File: src/rtl/rtcb_cfg.svh
`ifndef RTCB_CFG_SVH
`define RTCB_CFG_SVH
// ==========================================================
// Operation
// - counter runs only while the enable bit is one
// - bit 7 keeps the counter running in standby sleep
// - prescale field divides counter clock by two to its value
// - control write takes effect two counter-clock edges later
// - status bit 3 shows match value still in transfer
// - status bit 2 shows wrap limit still in transfer
// - status bit 1 shows count value still in transfer
// - status bit 0 shows control write still in transfer
// - irq enable bit 1 enables the match interrupt
// - irq enable bit 0 enables the wrap interrupt
// - match flag sets on count equal match value, enabled or not
// - wrap flag sets when counter passes the limit back to zero
// - writing one clears a flag, writing zero leaves it
// - at the wrap limit the next increment gives zero
// - one shared temporary byte gives atomic 16-bit access
// - the temporary byte is also an ordinary read-write register
// - interrupt stands while flag and enable are both set
// - two-bit source field picks one of four counter clocks
// - tick timer interval 4 to 32768 edges, codes 0 and 15 off
// ==========================================================
// register offsets
`define RTCB_A_CTRL 5'h00
`define RTCB_A_STATUS 5'h01
`define RTCB_A_IEN 5'h02
`define RTCB_A_FLAGS 5'h03
`define RTCB_A_TEMP 5'h04
`define RTCB_A_DBG 5'h05
`define RTCB_A_SOURCE_CLOCK_SELECT 5'h07
`define RTCB_A_CNTL 5'h08
`define RTCB_A_CNTH 5'h09
`define RTCB_A_PERL 5'h0a
`define RTCB_A_PERH 5'h0b
`define RTCB_A_CMPL 5'h0c
`define RTCB_A_CMPH 5'h0d
`define RTCB_A_PITCTRL 5'h10
`define RTCB_A_PITSTAT 5'h11
`define RTCB_A_PITIEN 5'h12
`define RTCB_A_PITFLAGS 5'h13
`define RTCB_A_PITDBG 5'h15
// ==========================================================
// field masks and positions
`define RTCB_CTRL_MASK 8'hf9
`define RTCB_PITCTRL_MASK 8'h79
`define RTCB_B_WRAP 0
`define RTCB_B_MATCH 1
`define RTCB_B_TICK_TIMER_ENABLE 0
// ==========================================================
// reset values and timing
`define RTCB_RST_CTRL 8'h00
`define RTCB_RST_CNT 16'h0000
`define RTCB_RST_PER 16'hffff
`define RTCB_RST_CMP 16'h0000
`define RTCB_SYNC_EDGES 2'h2
`endif

File: src/rtl/rtcb_pkg.sv
package rtcb_pkg;
  typedef struct packed {
    logic keep_running_in_standby;
    logic [3:0] prescale;
    logic [1:0] spare;
    logic counter_enable_bit;
  } rtcb_ctrl_type;
  typedef struct packed {
    logic match_event;
    logic wrap_event;
  } rtcb_evt_type;
endpackage

File: src/rtl/rtcb_sync.sv
module rtcb_sync (
  // clock and reset
  input wire logic clock,
  input wire logic rst,
  // level from another domain
  input wire logic din,
  // synchronised level
  output logic dout
);
  logic meta;

  always_ff @(posedge clock or posedge rst)
  begin
    if (rst)
    begin
      meta <= 1'b0;
      dout <= 1'b0;
    end
    else
    begin
      meta <= din;
      dout <= meta;
    end
  end
endmodule // rtcb_sync

File: src/rtl/rtcb_top.sv
// Local design decision: the plain strobed port.
`include "rtcb_cfg.svh"

module rtcb_top #(
  parameter int NUM_SRC = 4
) (
  // clock and reset
  input wire logic CLOCK,
  input wire logic RST,
  // register port
  input wire logic [4:0] ADDR,
  input wire logic [7:0] WDATA,
  input wire logic WRITE,
  input wire logic READ,
  output logic [7:0] RDATA,
  // counter clock sources and sleep state
  input wire logic [NUM_SRC-1:0] SRC_CLK,
  input wire logic STANDBY,
  input wire logic DEBUG_HALT,
  // requests and events
  output logic RTC_IRQ,
  output logic PIT_IRQ,
  output logic MATCH_EVENT,
  output logic WRAP_EVENT
);
  localparam int NSYNC = 5;

  rtcb_pkg::rtcb_ctrl_type ctrl;
  rtcb_pkg::rtcb_ctrl_type ctrl_act;
  rtcb_pkg::rtcb_evt_type evt;
  logic [1:0] irq_en;
  logic [1:0] flags;
  logic [7:0] temp;
  logic dbg_run;
  logic [1:0] clk_sel;
  logic [15:0] cnt;
  logic [15:0] cnt_stage;
  logic [15:0] per_sw;
  logic [15:0] per_act;
  logic [15:0] cmp_sw;
  logic [15:0] cmp_act;
  logic [7:0] pit_ctrl;
  logic [7:0] pit_act;
  logic pit_ien;
  logic pit_flag;
  logic pit_dbg;
  logic [14:0] presc_cnt;
  logic [14:0] pit_cnt;
  logic [NUM_SRC-1:0] src_sync;
  logic rtc_prev;
  logic [NSYNC-1:0] sync_start;
  logic [NSYNC-1:0] busy;
  logic [NSYNC-1:0] sync_done;

  // ==========================================================
  // counter clock sources
  genvar gi;
  generate
    for (gi = 0; gi < NUM_SRC; gi++)
    begin : g_src
      rtcb_sync u_sync (
        .clock(CLOCK),
        .rst(RST),
        .din(SRC_CLK[gi]),
        .dout(src_sync[gi])
      );
    end
  endgenerate

  // a source switch may give one stray edge
  wire sel_level = src_sync[clk_sel];
  wire rtc_edge = sel_level & ~rtc_prev;

  // ==========================================================
  // address decode
  wire wr_ctrl = WRITE && (ADDR == `RTCB_A_CTRL);
  wire wr_ien = WRITE && (ADDR == `RTCB_A_IEN);
  wire wr_flags = WRITE && (ADDR == `RTCB_A_FLAGS);
  wire wr_dbg = WRITE && (ADDR == `RTCB_A_DBG);
  wire wr_source_clock_select = WRITE && (ADDR == `RTCB_A_SOURCE_CLOCK_SELECT);
  wire wr_cnt_h = WRITE && (ADDR == `RTCB_A_CNTH);
  wire wr_per_h = WRITE && (ADDR == `RTCB_A_PERH);
  wire wr_cmp_h = WRITE && (ADDR == `RTCB_A_CMPH);
  wire wr_pitctrl = WRITE && (ADDR == `RTCB_A_PITCTRL);
  wire wr_pitien = WRITE && (ADDR == `RTCB_A_PITIEN);
  wire wr_pitflags = WRITE && (ADDR == `RTCB_A_PITFLAGS);
  wire wr_pitdbg = WRITE && (ADDR == `RTCB_A_PITDBG);
  wire wr_low = WRITE && ((ADDR == `RTCB_A_TEMP) || (ADDR == `RTCB_A_CNTL)
    || (ADDR == `RTCB_A_PERL) || (ADDR == `RTCB_A_CMPL));
  wire rd_cnt_l = READ && (ADDR == `RTCB_A_CNTL);
  wire rd_per_l = READ && (ADDR == `RTCB_A_PERL);
  wire rd_cmp_l = READ && (ADDR == `RTCB_A_CMPL);

  // low byte parks in temp, high byte reads come from temp
  wire [7:0] next_temp = wr_low ? WDATA :
    rd_cnt_l ? cnt[15:8] :
    rd_per_l ? per_sw[15:8] :
    rd_cmp_l ? cmp_sw[15:8] :
    temp;
  wire [15:0] wide_wdata = {WDATA, temp};

  // ==========================================================
  // read selection, unmapped and spare bits read zero
  wire [7:0] rd_mux =
    (ADDR == `RTCB_A_CTRL) ? ctrl :
    (ADDR == `RTCB_A_STATUS) ? {4'h0, busy[3:0]} :
    (ADDR == `RTCB_A_IEN) ? {6'h00, irq_en} :
    (ADDR == `RTCB_A_FLAGS) ? {6'h00, flags} :
    (ADDR == `RTCB_A_TEMP) ? temp :
    (ADDR == `RTCB_A_DBG) ? {7'h00, dbg_run} :
    (ADDR == `RTCB_A_SOURCE_CLOCK_SELECT) ? {6'h00, clk_sel} :
    (ADDR == `RTCB_A_CNTL) ? cnt[7:0] :
    (ADDR == `RTCB_A_CNTH) ? temp :
    (ADDR == `RTCB_A_PERL) ? per_sw[7:0] :
    (ADDR == `RTCB_A_PERH) ? temp :
    (ADDR == `RTCB_A_CMPL) ? cmp_sw[7:0] :
    (ADDR == `RTCB_A_CMPH) ? temp :
    (ADDR == `RTCB_A_PITCTRL) ? pit_ctrl :
    (ADDR == `RTCB_A_PITSTAT) ? {7'h00, busy[4]} :
    (ADDR == `RTCB_A_PITIEN) ? {7'h00, pit_ien} :
    (ADDR == `RTCB_A_PITFLAGS) ? {7'h00, pit_flag} :
    (ADDR == `RTCB_A_PITDBG) ? {7'h00, pit_dbg} :
    8'h00;

  // ==========================================================
  // transfers into the counter clock side
  assign sync_start = {wr_pitctrl, wr_cmp_h, wr_per_h, wr_cnt_h, wr_ctrl};

  generate
    for (gi = 0; gi < NSYNC; gi++)
    begin : g_xfer
      logic busy_q;
      logic [1:0] age;
      assign busy[gi] = busy_q;
      // done on the second edge after the write
      assign sync_done[gi] = busy_q && rtc_edge
        && (age == (`RTCB_SYNC_EDGES - 2'h1));
      always_ff @(posedge CLOCK or posedge RST)
      begin
        if (RST)
        begin
          busy_q <= 1'b0;
          age <= 2'h0;
        end
        else if (sync_start[gi])
        begin
          busy_q <= 1'b1;
          age <= 2'h0;
        end
        else if (busy_q && rtc_edge)
        begin
          busy_q <= ~sync_done[gi];
          age <= age + 2'h1;
        end
      end
    end
  endgenerate

  // ==========================================================
  // counting
  wire run = ctrl_act.counter_enable_bit
    && !(STANDBY && !ctrl_act.keep_running_in_standby)
    && !(DEBUG_HALT && !dbg_run);
  wire [14:0] presc_mask = 15'((16'h0001 << ctrl_act.prescale) - 16'h0001);
  wire tick = rtc_edge && run && ((presc_cnt & presc_mask) == presc_mask);
  wire at_top = (cnt == per_act);
  wire [15:0] next_cnt = at_top ? 16'h0000 : cnt + 16'h0001;
  assign evt.wrap_event = tick && at_top;
  assign evt.match_event = tick && (next_cnt == cmp_act);
  wire [1:0] flag_clr = wr_flags ? WDATA[1:0] : 2'h0;

  // ==========================================================
  // tick timer
  wire [3:0] pit_per = pit_act[6:3];
  wire pit_on = pit_act[`RTCB_B_TICK_TIMER_ENABLE] && (pit_per != 4'h0) && (pit_per != 4'hf)
    && !(DEBUG_HALT && !pit_dbg);
  wire [14:0] pit_mask = 15'((16'h0002 << pit_per) - 16'h0001);
  wire pit_evt = rtc_edge && pit_on && ((pit_cnt & pit_mask) == pit_mask);

  // ==========================================================
  // software registers
  always_ff @(posedge CLOCK or posedge RST)
  begin
    if (RST)
    begin
      ctrl <= `RTCB_RST_CTRL;
      irq_en <= 2'h0;
      dbg_run <= 1'b0;
      clk_sel <= 2'h0;
      temp <= 8'h00;
      cnt_stage <= `RTCB_RST_CNT;
      per_sw <= `RTCB_RST_PER;
      cmp_sw <= `RTCB_RST_CMP;
      pit_ctrl <= 8'h00;
      pit_ien <= 1'b0;
      pit_dbg <= 1'b0;
      RDATA <= 8'h00;
    end
    else
    begin
      // software must wait for busy to clear before rewriting
      if (wr_ctrl)
        ctrl <= WDATA & `RTCB_CTRL_MASK;
      if (wr_ien)
        irq_en <= WDATA[1:0];
      if (wr_dbg)
        dbg_run <= WDATA[0];
      if (wr_source_clock_select)
        clk_sel <= WDATA[1:0];
      temp <= next_temp;
      if (wr_cnt_h)
        cnt_stage <= wide_wdata;
      if (wr_per_h)
        per_sw <= wide_wdata;
      if (wr_cmp_h)
        cmp_sw <= wide_wdata;
      if (wr_pitctrl)
        pit_ctrl <= WDATA & `RTCB_PITCTRL_MASK;
      if (wr_pitien)
        pit_ien <= WDATA[0];
      if (wr_pitdbg)
        pit_dbg <= WDATA[0];
      RDATA <= READ ? rd_mux : 8'h00;
    end
  end

  // ==========================================================
  // counter side state
  always_ff @(posedge CLOCK or posedge RST)
  begin
    if (RST)
    begin
      rtc_prev <= 1'b0;
      ctrl_act <= `RTCB_RST_CTRL;
      per_act <= `RTCB_RST_PER;
      cmp_act <= `RTCB_RST_CMP;
      pit_act <= 8'h00;
      cnt <= `RTCB_RST_CNT;
      presc_cnt <= 15'h0000;
      pit_cnt <= 15'h0000;
    end
    else
    begin
      rtc_prev <= sel_level;
      if (sync_done[0])
        ctrl_act <= ctrl;
      if (sync_done[2])
        per_act <= per_sw;
      if (sync_done[3])
        cmp_act <= cmp_sw;
      if (sync_done[4])
        pit_act <= pit_ctrl;
      // a count load wins over a tick in the same cycle
      if (sync_done[1])
        cnt <= cnt_stage;
      else if (tick)
        cnt <= next_cnt;
      if (!ctrl_act.counter_enable_bit)
        presc_cnt <= 15'h0000;
      else if (rtc_edge && run)
        presc_cnt <= presc_cnt + 15'h0001;
      if (!pit_on)
        pit_cnt <= 15'h0000;
      else if (rtc_edge)
        pit_cnt <= pit_cnt + 15'h0001;
    end
  end

  // ==========================================================
  // flags and requests, a new event beats a clear
  always_ff @(posedge CLOCK or posedge RST)
  begin
    if (RST)
    begin
      flags <= 2'h0;
      pit_flag <= 1'b0;
      MATCH_EVENT <= 1'b0;
      WRAP_EVENT <= 1'b0;
    end
    else
    begin
      flags <= (flags & ~flag_clr) | evt;
      pit_flag <= (pit_flag & ~(wr_pitflags && WDATA[0])) | pit_evt;
      MATCH_EVENT <= evt.match_event;
      WRAP_EVENT <= evt.wrap_event;
    end
  end

  assign RTC_IRQ = |(flags & irq_en);
  assign PIT_IRQ = pit_flag && pit_ien;
endmodule // rtcb_top

File: config.mk
export PLATFORM = sky130hd
export DESIGN_NAME = rtcb_top
export DESIGN_NICKNAME = d
export VERILOG_FILES = /design/src/rtl/rtcb_pkg.sv /design/src/rtl/rtcb_sync.sv /design/src/rtl/rtcb_top.sv
export VERILOG_INCLUDE_DIRS = /design/src /design/src/rtl
export SDC_FILE = /design/constraint.sdc
export NUM_CORES = 1
export LEC_CHECK = 0
export BUFFER_PORTS_ARGS = -buffer_cell sky130_fd_sc_hd__buf_4
export CAP_MARGIN = 10
export CORE_ASPECT_RATIO = 2
export CORE_MARGIN = 4
export CORE_UTILIZATION = 25
export DETAILED_ROUTE_END_ITERATION = 10
export PLACE_DENSITY = 0.48
export SLEW_MARGIN = 20
export SYNTH_ARGS = -nofsm -noshare
export SYNTH_HDL_FRONTEND = slang
export SYNTH_SLANG_ARGS = --single-unit
File: constraint.sdc
create_clock -name CLOCK -period 16.72 [get_ports CLOCK]
set_clock_uncertainty 0.15 [all_clocks]
set_input_delay 2.508 -clock CLOCK [delete_from_list [all_inputs] [get_ports CLOCK]]
set_output_delay 2.508 -clock CLOCK [all_outputs]
set_load 0.01 [all_outputs]
==> summary.md, run 1 <==
| Metric | Value |
|---|---|
| Die area | 45700 um2 |
| CP Capture Type | flop |
| FF-to-FF path depth | 10 |
| Tightest Pin Transition | between 1 and 1.5 ns |
| Placed inst area | ~11000 um2 |
| Number of diodes | 0 |
| Total CTS buffers | 17 |
| CTS tree | yes |
| Final Hold Vio Count | 0 |
| # DRC | 0 |
| Worst-path clk slew | 0.07 ns |
| Final setup viols | 0 |
| Drt pass-1 iters | 7 |
| Dominant synthesized flop cell | dfrtp_1 |
| Final slew viol count | 0 |
| Syn avg cell area | 10.1 um2 |
| Postcts setup bufs | 0 |
| Flop2flop setup slack | around 13 ns |
| Max Cap Viol | 0 |
| Yosys cell types | 74 |
| Grt ovf | 0 |
| Synthesized instance count | between 1000 and 1500 |
| Hold Buf Count CTS | 0 |
| Crit path to | cnt[8] |
| Type of the worst setup path | primary input to flop |
| Total number of vias | 8110 |
| PwrDens | 146 nW/um2 |
| Drt wl/cell | 21.3 um |
| Die Wd | roughly 150 um |
| Fraction of layout cells with a size suffix above 1 | 21.7% |
| Gpl congestion | 0.863 |
| Seq/Total Area, Yosys | between 40 and 50% |
| Arr. time, crit path | 4.71 ns |
| Critical Path RT | 16.93 ns |
| Most frequent cells in the layout | 168 x dfrtp_1, 106 x mux2_2, 88 x nor2_1 |
| Post-route cell area | 11900 um2 |
| Vias in the first global route | 8439 |
| Maximum clock path buffer count | 2 |
| First DRT Iteration DRCs | 448 |
| Slew margin rel. | 25.7% |
| Seq cells post-synth | 200 |
| Routed wire length | 34000 um |
| First-pass GRT wire length | 52000 um |
| Mapped Area | 10500 um2 |
| Via density | 5.08 |
| Status | finished clean |
| FF-to-FF End | cnt[8] |
| DP HPWL | 25200 um |
| F_max | ~220 MHz |
| Ys async rst share | between 90% and 100% |
| Clock root cell | clkbuf_16 |
| Largest net degree at the start of global routing | 123 |
| Initial Util | 25.2% |
| Hold path start | g_src[2].u_sync.meta |
| RSZ-0062 raised after global routing | no |
| Routed Antenna Nets | 0 |
| Post-synth EDFFs | 0 |
| Critical Path Source | DEBUG_HALT |
| Total core area | roughly 42000 um2 |
| Period minus WS final | 4.50 ns |
| Startpoint Class | primary input |
| Mapped Nets | roughly 1100 |
| FF-to-FF Start | ctrl_act[6] |
| Setup TNS | 0 ns |
| Rows | around 110 |
| H-tree levels | 4 |
| Most common cell after layout, fill and taps aside | dfrtp_1 |
| Min-Delay Path Class | flop to flop |
| Hold Slack | around 0.2 ns |
| CTS Sinks | 200 |
| Crit Path Max Fanout | 14 |
| Static Leak | 4.88 nW |
| Top Ports | 35 |
| Die Y-Extent | 298 um |
| Nets | roughly 1100 |
| GRT Overall Usage | 15.0% |
| # resized after CTS | 0 |
| PortBufs | 34 |
| VDD IR max | between 60 and 70 uV |
| Initial antenna violation count | 0 |
| Synth Warn # | 0 |
| Skew-Pair Late Insertion Delay | around 0.46 ns |
| Final period util | between 20 and 30% |
| Area delta synth->final | 13.0% |
## sequential cells by signal (all words and copies together), names as in the netlist, 8 cells and up
register,cells
RDATA,8
cmp_act,16
cmp_sw,16
cnt,16
cnt_stage,16
g_xfer.age,10
per_act,16
per_sw,16
pit_cnt,15
presc_cnt,15
temp,8
## where the power goes
part | internal [mW] | total (mW) | switching (mW)
clock network | 0.218 | 0.411 | 0.194
registers | 0.610 | 0.779 | 0.169
logic | 0.255 | 0.551 | 0.296
## critical path: stages
cell and delay, ns:
buf_4 0.12, nand2b_1 0.18, nand4_4 0.15, or4_1 0.75, nor3_4 0.64, nand3_1 0.16, a31oi_1 0.19
## Yosys cell counts, types with 4 or more instances
| library cell | instances | area share [%] |
|---|---|---|
| mux2i_1 | 5 | 0.47 |
| nand4_1 | 25 | 1.5 |
| nor4_1 | 7 | 0.42 |
| xor2_1 | 20 | 1.7 |
| a22o_1 | 4 | 0.33 |
| dfstp_2 | 32 | 8.0 |
| o21ai_0 | 61 | 2.9 |
| o31ai_1 | 4 | 0.28 |
| a31oi_1 | 26 | 1.5 |
| a22oi_1 | 15 | 1.1 |
| and3_1 | 10 | 0.59 |
| nand2_1 | 83 | 3.0 |
| nor3_1 | 21 | 1.0 |
| a311oi_1 | 5 | 0.42 |
| o22ai_1 | 12 | 0.71 |
| xnor2_1 | 43 | 3.6 |
| nand3b_1 | 5 | 0.36 |
| a21o_1 | 5 | 0.36 |
| and2_1 | 14 | 0.83 |
| nand3_1 | 34 | 1.6 |
| a21oi_1 | 38 | 1.8 |
| a21boi_0 | 4 | 0.28 |
| clkbuf_1 | 52 | 1.9 |
| mux2_2 | 106 | 11 |
| inv_1 | 28 | 1.0 |
| or3_1 | 9 | 0.53 |
| a222oi_1 | 5 | 0.47 |
| buf_1 | 5 | 0.18 |
| or4_1 | 4 | 0.28 |
| nor2b_1 | 8 | 0.47 |
| ha_1 | 10 | 1.2 |
| nand2b_1 | 15 | 0.89 |
| dfrtp_1 | 168 | 40 |
| o32ai_1 | 5 | 0.42 |
| nor2_1 | 88 | 3.1 |
| or2_2 | 5 | 0.30 |
## per-stage QoR
| stage | power [mW] | instances | utilization (%) | setup slack [ns] |
|---|---|---|---|---|
| floorplan | 1.15 | 1041 | - | 8.66 |
| global placement | 1.33 | 1563 | 27.1 | 11.77 |
| detailed placement | 1.34 | 1563 | 27.1 | 11.73 |
| CTS | 1.76 | 1595 | 28.5 | 12.20 |
| global route | 1.85 | 1595 | 28.5 | 12.13 |
| finish | 1.74 | 1595 | 28.5 | 12.22 |
## how the worst min path moves through the flow
stage                            to  slack, ns  cells after the start
2_1_floorplan  g_src[0].u_sync.dout       0.18                      0
3_3_place_gp   g_src[3].u_sync.dout       0.19                      0
3_5_place_dp   g_src[2].u_sync.dout       0.19                      0
4_1_cts        g_src[3].u_sync.dout       0.21                      0
5_1_grt        g_src[3].u_sync.dout       0.21                      0
6_report       g_src[2].u_sync.dout       0.20                      0
## cell type report
type	instances	area (um2)
fill	4326	29900
multi-input combinational	749	5170
sequential	200	5040
tap	540	676
clock buffer	24	514
timing repair buffer	44	334
inverter	30	120
clock inverter	8	60.1
## cells by family (layout without fill, tap and decap cells)
group	Yosys count	in the layout	synth area share (%)
adder cells (fa/ha/maj)	10	10	1.19
XOR/XNOR	65	65	5.66
buffers and inverters	92	106	3.45
flip-flops	200	200	47.9
multiplexers	112	112	12.0
AND/OR/NAND/NOR	345	345	16.5
AO/OA/AOI/OAI	217	217	13.3
## per-layer routing
| layer | vias to the layer above | part of all wire [%] | global-route usage (%) |
|---|---|---|---|
| li1 | 3756 | - | - |
| met1 | 4113 | 34 | 14.0 |
| met2 | 173 | 58 | 29.8 |
| met3 | 68 | 2.3 | 2.13 |
| met4 | 0 | 6.4 | 9.26 |
| met5 | - | 0 | 0 |
(Power assumes the default switching activity.)
==> run 2: changes to the inputs <==
==> constraint.sdc (replaced) <==
create_clock -name CLOCK -period 4.6 [get_ports CLOCK]
set_clock_uncertainty 0.15 [all_clocks]
set_input_delay 0.69 -clock CLOCK [delete_from_list [all_inputs] [get_ports CLOCK]]
set_output_delay 0.69 -clock CLOCK [all_outputs]
set_load 0.01 [all_outputs]
==> summary.md, run 2 (synthesis gave the netlist of run 1 again) <==
| Metric | Value |
|---|---|
| Hold Slack | 0.185 ns (-0.0145 ns) |
| Net Sw Frac | 38.8% (+0.96 points) |
| Rows | 106 (unchanged) |
| Total CTS buffers | 17 (unchanged) |
| Top Ports | 35 (unchanged) |
| Int Power | 3.90 mW (+260%) |
| Startpoint Class | flop |
| Final slew viol count | 0 (unchanged) |
| Worst Hold Depth | 1 (+1) |
| RSZ-0062 raised after global routing | no |
| Tightest Pin Transition | 1.10 ns (-0.00846 ns) |
| Fraction of layout cells with a size suffix above 1 | 22.5% (+0.80 points) |
| F_max | 287 MHz |
| Crit Path Max Fanout | 14 (unchanged) |
| Critical Path Source | ctrl_act[6] |
| Initial Util | 25.2% (unchanged) |
| CP Capture Type | flop |
| VDD IR max | 278 uV (+300%) |
| FF-to-FF path depth | 10 (unchanged) |
| GRT Overall Usage | 15.0% (about the same) |
| Flop2flop setup slack | 1.11 ns (-12.05 ns) |
| Arr. time, crit path | 3.73 ns (-0.98 ns) |
| Clock power share | 23.6% (about the same) |
| Static Leak | 4.91 nW (+0.71%) |
| Largest net degree at the start of global routing | 161 (+31%) |
| First-pass GRT wire length | 52100 um (+0.24%) |
| CTS tree | yes |
| Status | finished clean |
| Min-Delay Path Class | primary input to flop |
| Area delta synth->final | 13.6% |
| Routed wire length | 34100 um (+0.26%) |
| Hold Buf Count CTS | 0 (unchanged) |
| Postcts setup bufs | 0 (unchanged) |
| Final period util | 75.8% |
| Skew-Pair Late Insertion Delay | 0.47 ns (about the same) |
| First DRT Iteration DRCs | 523 (+17%) |
| CTS Sinks | 200 (unchanged) |
| Critical Path RT | 4.84 ns (-12.09 ns) |
| Final setup viols | 0 (unchanged) |
| Grt ovf | 0 (unchanged) |
| Type of the worst setup path | flop to flop |
| Slew margin rel. | 26.5% (+0.77 points) |
| FF-to-FF End | cnt[15] |
| Gpl congestion | 0.931 (+7.9%) |
| Maximum clock path buffer count | 2 (unchanged) |
| Max Cap Viol | 0 (unchanged) |
| Via density | 5.13 (+0.91%) |
| Vias in the first global route | 8560 (+1.4%) |
| Drt wl/cell | 21.3 um (-0.18%) |
| Setup TNS | 0 ns (unchanged) |
| PortBufs | 34 (unchanged) |
| Most frequent cells in the layout | 168 x dfrtp_1, 106 x mux2_2, 88 x nor2_1 |
| Number of diodes | 0 (unchanged) |
| Drt pass-1 iters | 6 (-1) |
| # resized after CTS | 0 (unchanged) |
| # DRC | 0 (unchanged) |
| Die Y-Extent | 298 um (unchanged) |
| Fillers | 4371 (+1.0%) |
| PwrDens | 532 nW/um2 (+260%) |
| Die area | 45700 um2 (unchanged) |
| Clock root cell | clkbuf_16 |
| Period minus WS final | 3.49 ns |
| Hold path start | SRC_CLK[0] |
| Worst Hold End | g_src[0].u_sync.meta |
| Total core area | 41800 um2 (unchanged) |
| Worst-path clk slew | 0.08 ns (about the same) |
| Die Wd | 153 um (unchanged) |
| FF-to-FF Start | ctrl_act[6] |
| Total number of vias | 8220 (+1.4%) |
| Nets | 1082 (+0.65%) |
| H-tree levels | 4 (unchanged) |
| Routed Antenna Nets | 0 (unchanged) |
| Combinational Power Share | 32.6% (+1.0 points) |
| Final Hold Vio Count | 0 (unchanged) |
| Initial antenna violation count | 0 (unchanged) |
| Sequential power share | 43.8% (-0.9 points) |
| NetSw | 2.47 mW (+270%) |
| Most common cell after layout, fill and taps aside | dfrtp_1 |
| DP HPWL | 25700 um (+2.2%) |
==> run 2: power by group through the flow <==
| stage | Sequential [mW] | Clock (mW) | Combinational [mW] |
|---|---|---|---|
| detailed placement | 2.82 | 0 | 2.07 |
| floorplan | 2.47 | 0 | 1.73 |
| finish | 2.79 | 1.50 | 2.08 |
| CTS | 2.79 | 1.54 | 2.09 |
| global route | 2.85 | 1.60 | 2.29 |
| global placement | 2.81 | 0 | 2.06 |
==> run 2: how the worst max path moves through the flow <==
stage,slack [ns],cells after the start,endpoint
final,1.11,10,cnt[15]
after global routing,0.95,10,cnt[11]
after CTS,1.15,10,cnt[8]
after detailed placement,1.13,10,cnt[8]
after global placement,1.17,10,cnt[6]
after floorplan,1.20,1,MATCH_EVENT
==> run 2: through the flow <==
stage	util, %	setup slack [ns]	area [um2]	total power, mW	cells
final	28.7	1.11	12000	6.37	1602
after global routing	28.7	0.946	12000	6.74	1602
after CTS	28.7	1.15	12000	6.42	1602
after detailed placement	27.3	1.13	11400	4.89	1570
after global placement	27.3	1.17	11400	4.86	1570
after floorplan	-	1.20	10500	4.20	1041
==> run 2: cell type report <==
type | count | area, um2 | area share (%)
inverters | 30 | 116 | 0.972
clock inverters | 14 | 136 | 1.14
multi-input cells | 749 | 5170 | 43.2
well taps | 540 | 676 | 5.64
repair buffers | 51 | 395 | 3.30
clock buffers | 18 | 439 | 3.67
flip-flops and latches | 200 | 5040 | 42.1
==> run 2: routing by layer <==
layer	share of wire, %	track usage [%]	vias to the layer above
met2	56	29.2	232
met1	33	13.7	4134
met4	8.2	11.1	0
met3	2.7	2.25	77
met5	0	0	-
li1	-	-	3777
==> run 2: worst max-delay path, stage by stage, from the launching register on <==
cell	delay, ns
dfrtp_1	0.51
nor3_1	0.31
nand2_1	0.11
ha_1	0.29
nand3_1	0.15
o21ai_0	0.08
and3_1	0.18
or4_1	0.63
nor3_4	0.66
nand3b_1	0.16
a31oi_1	0.19
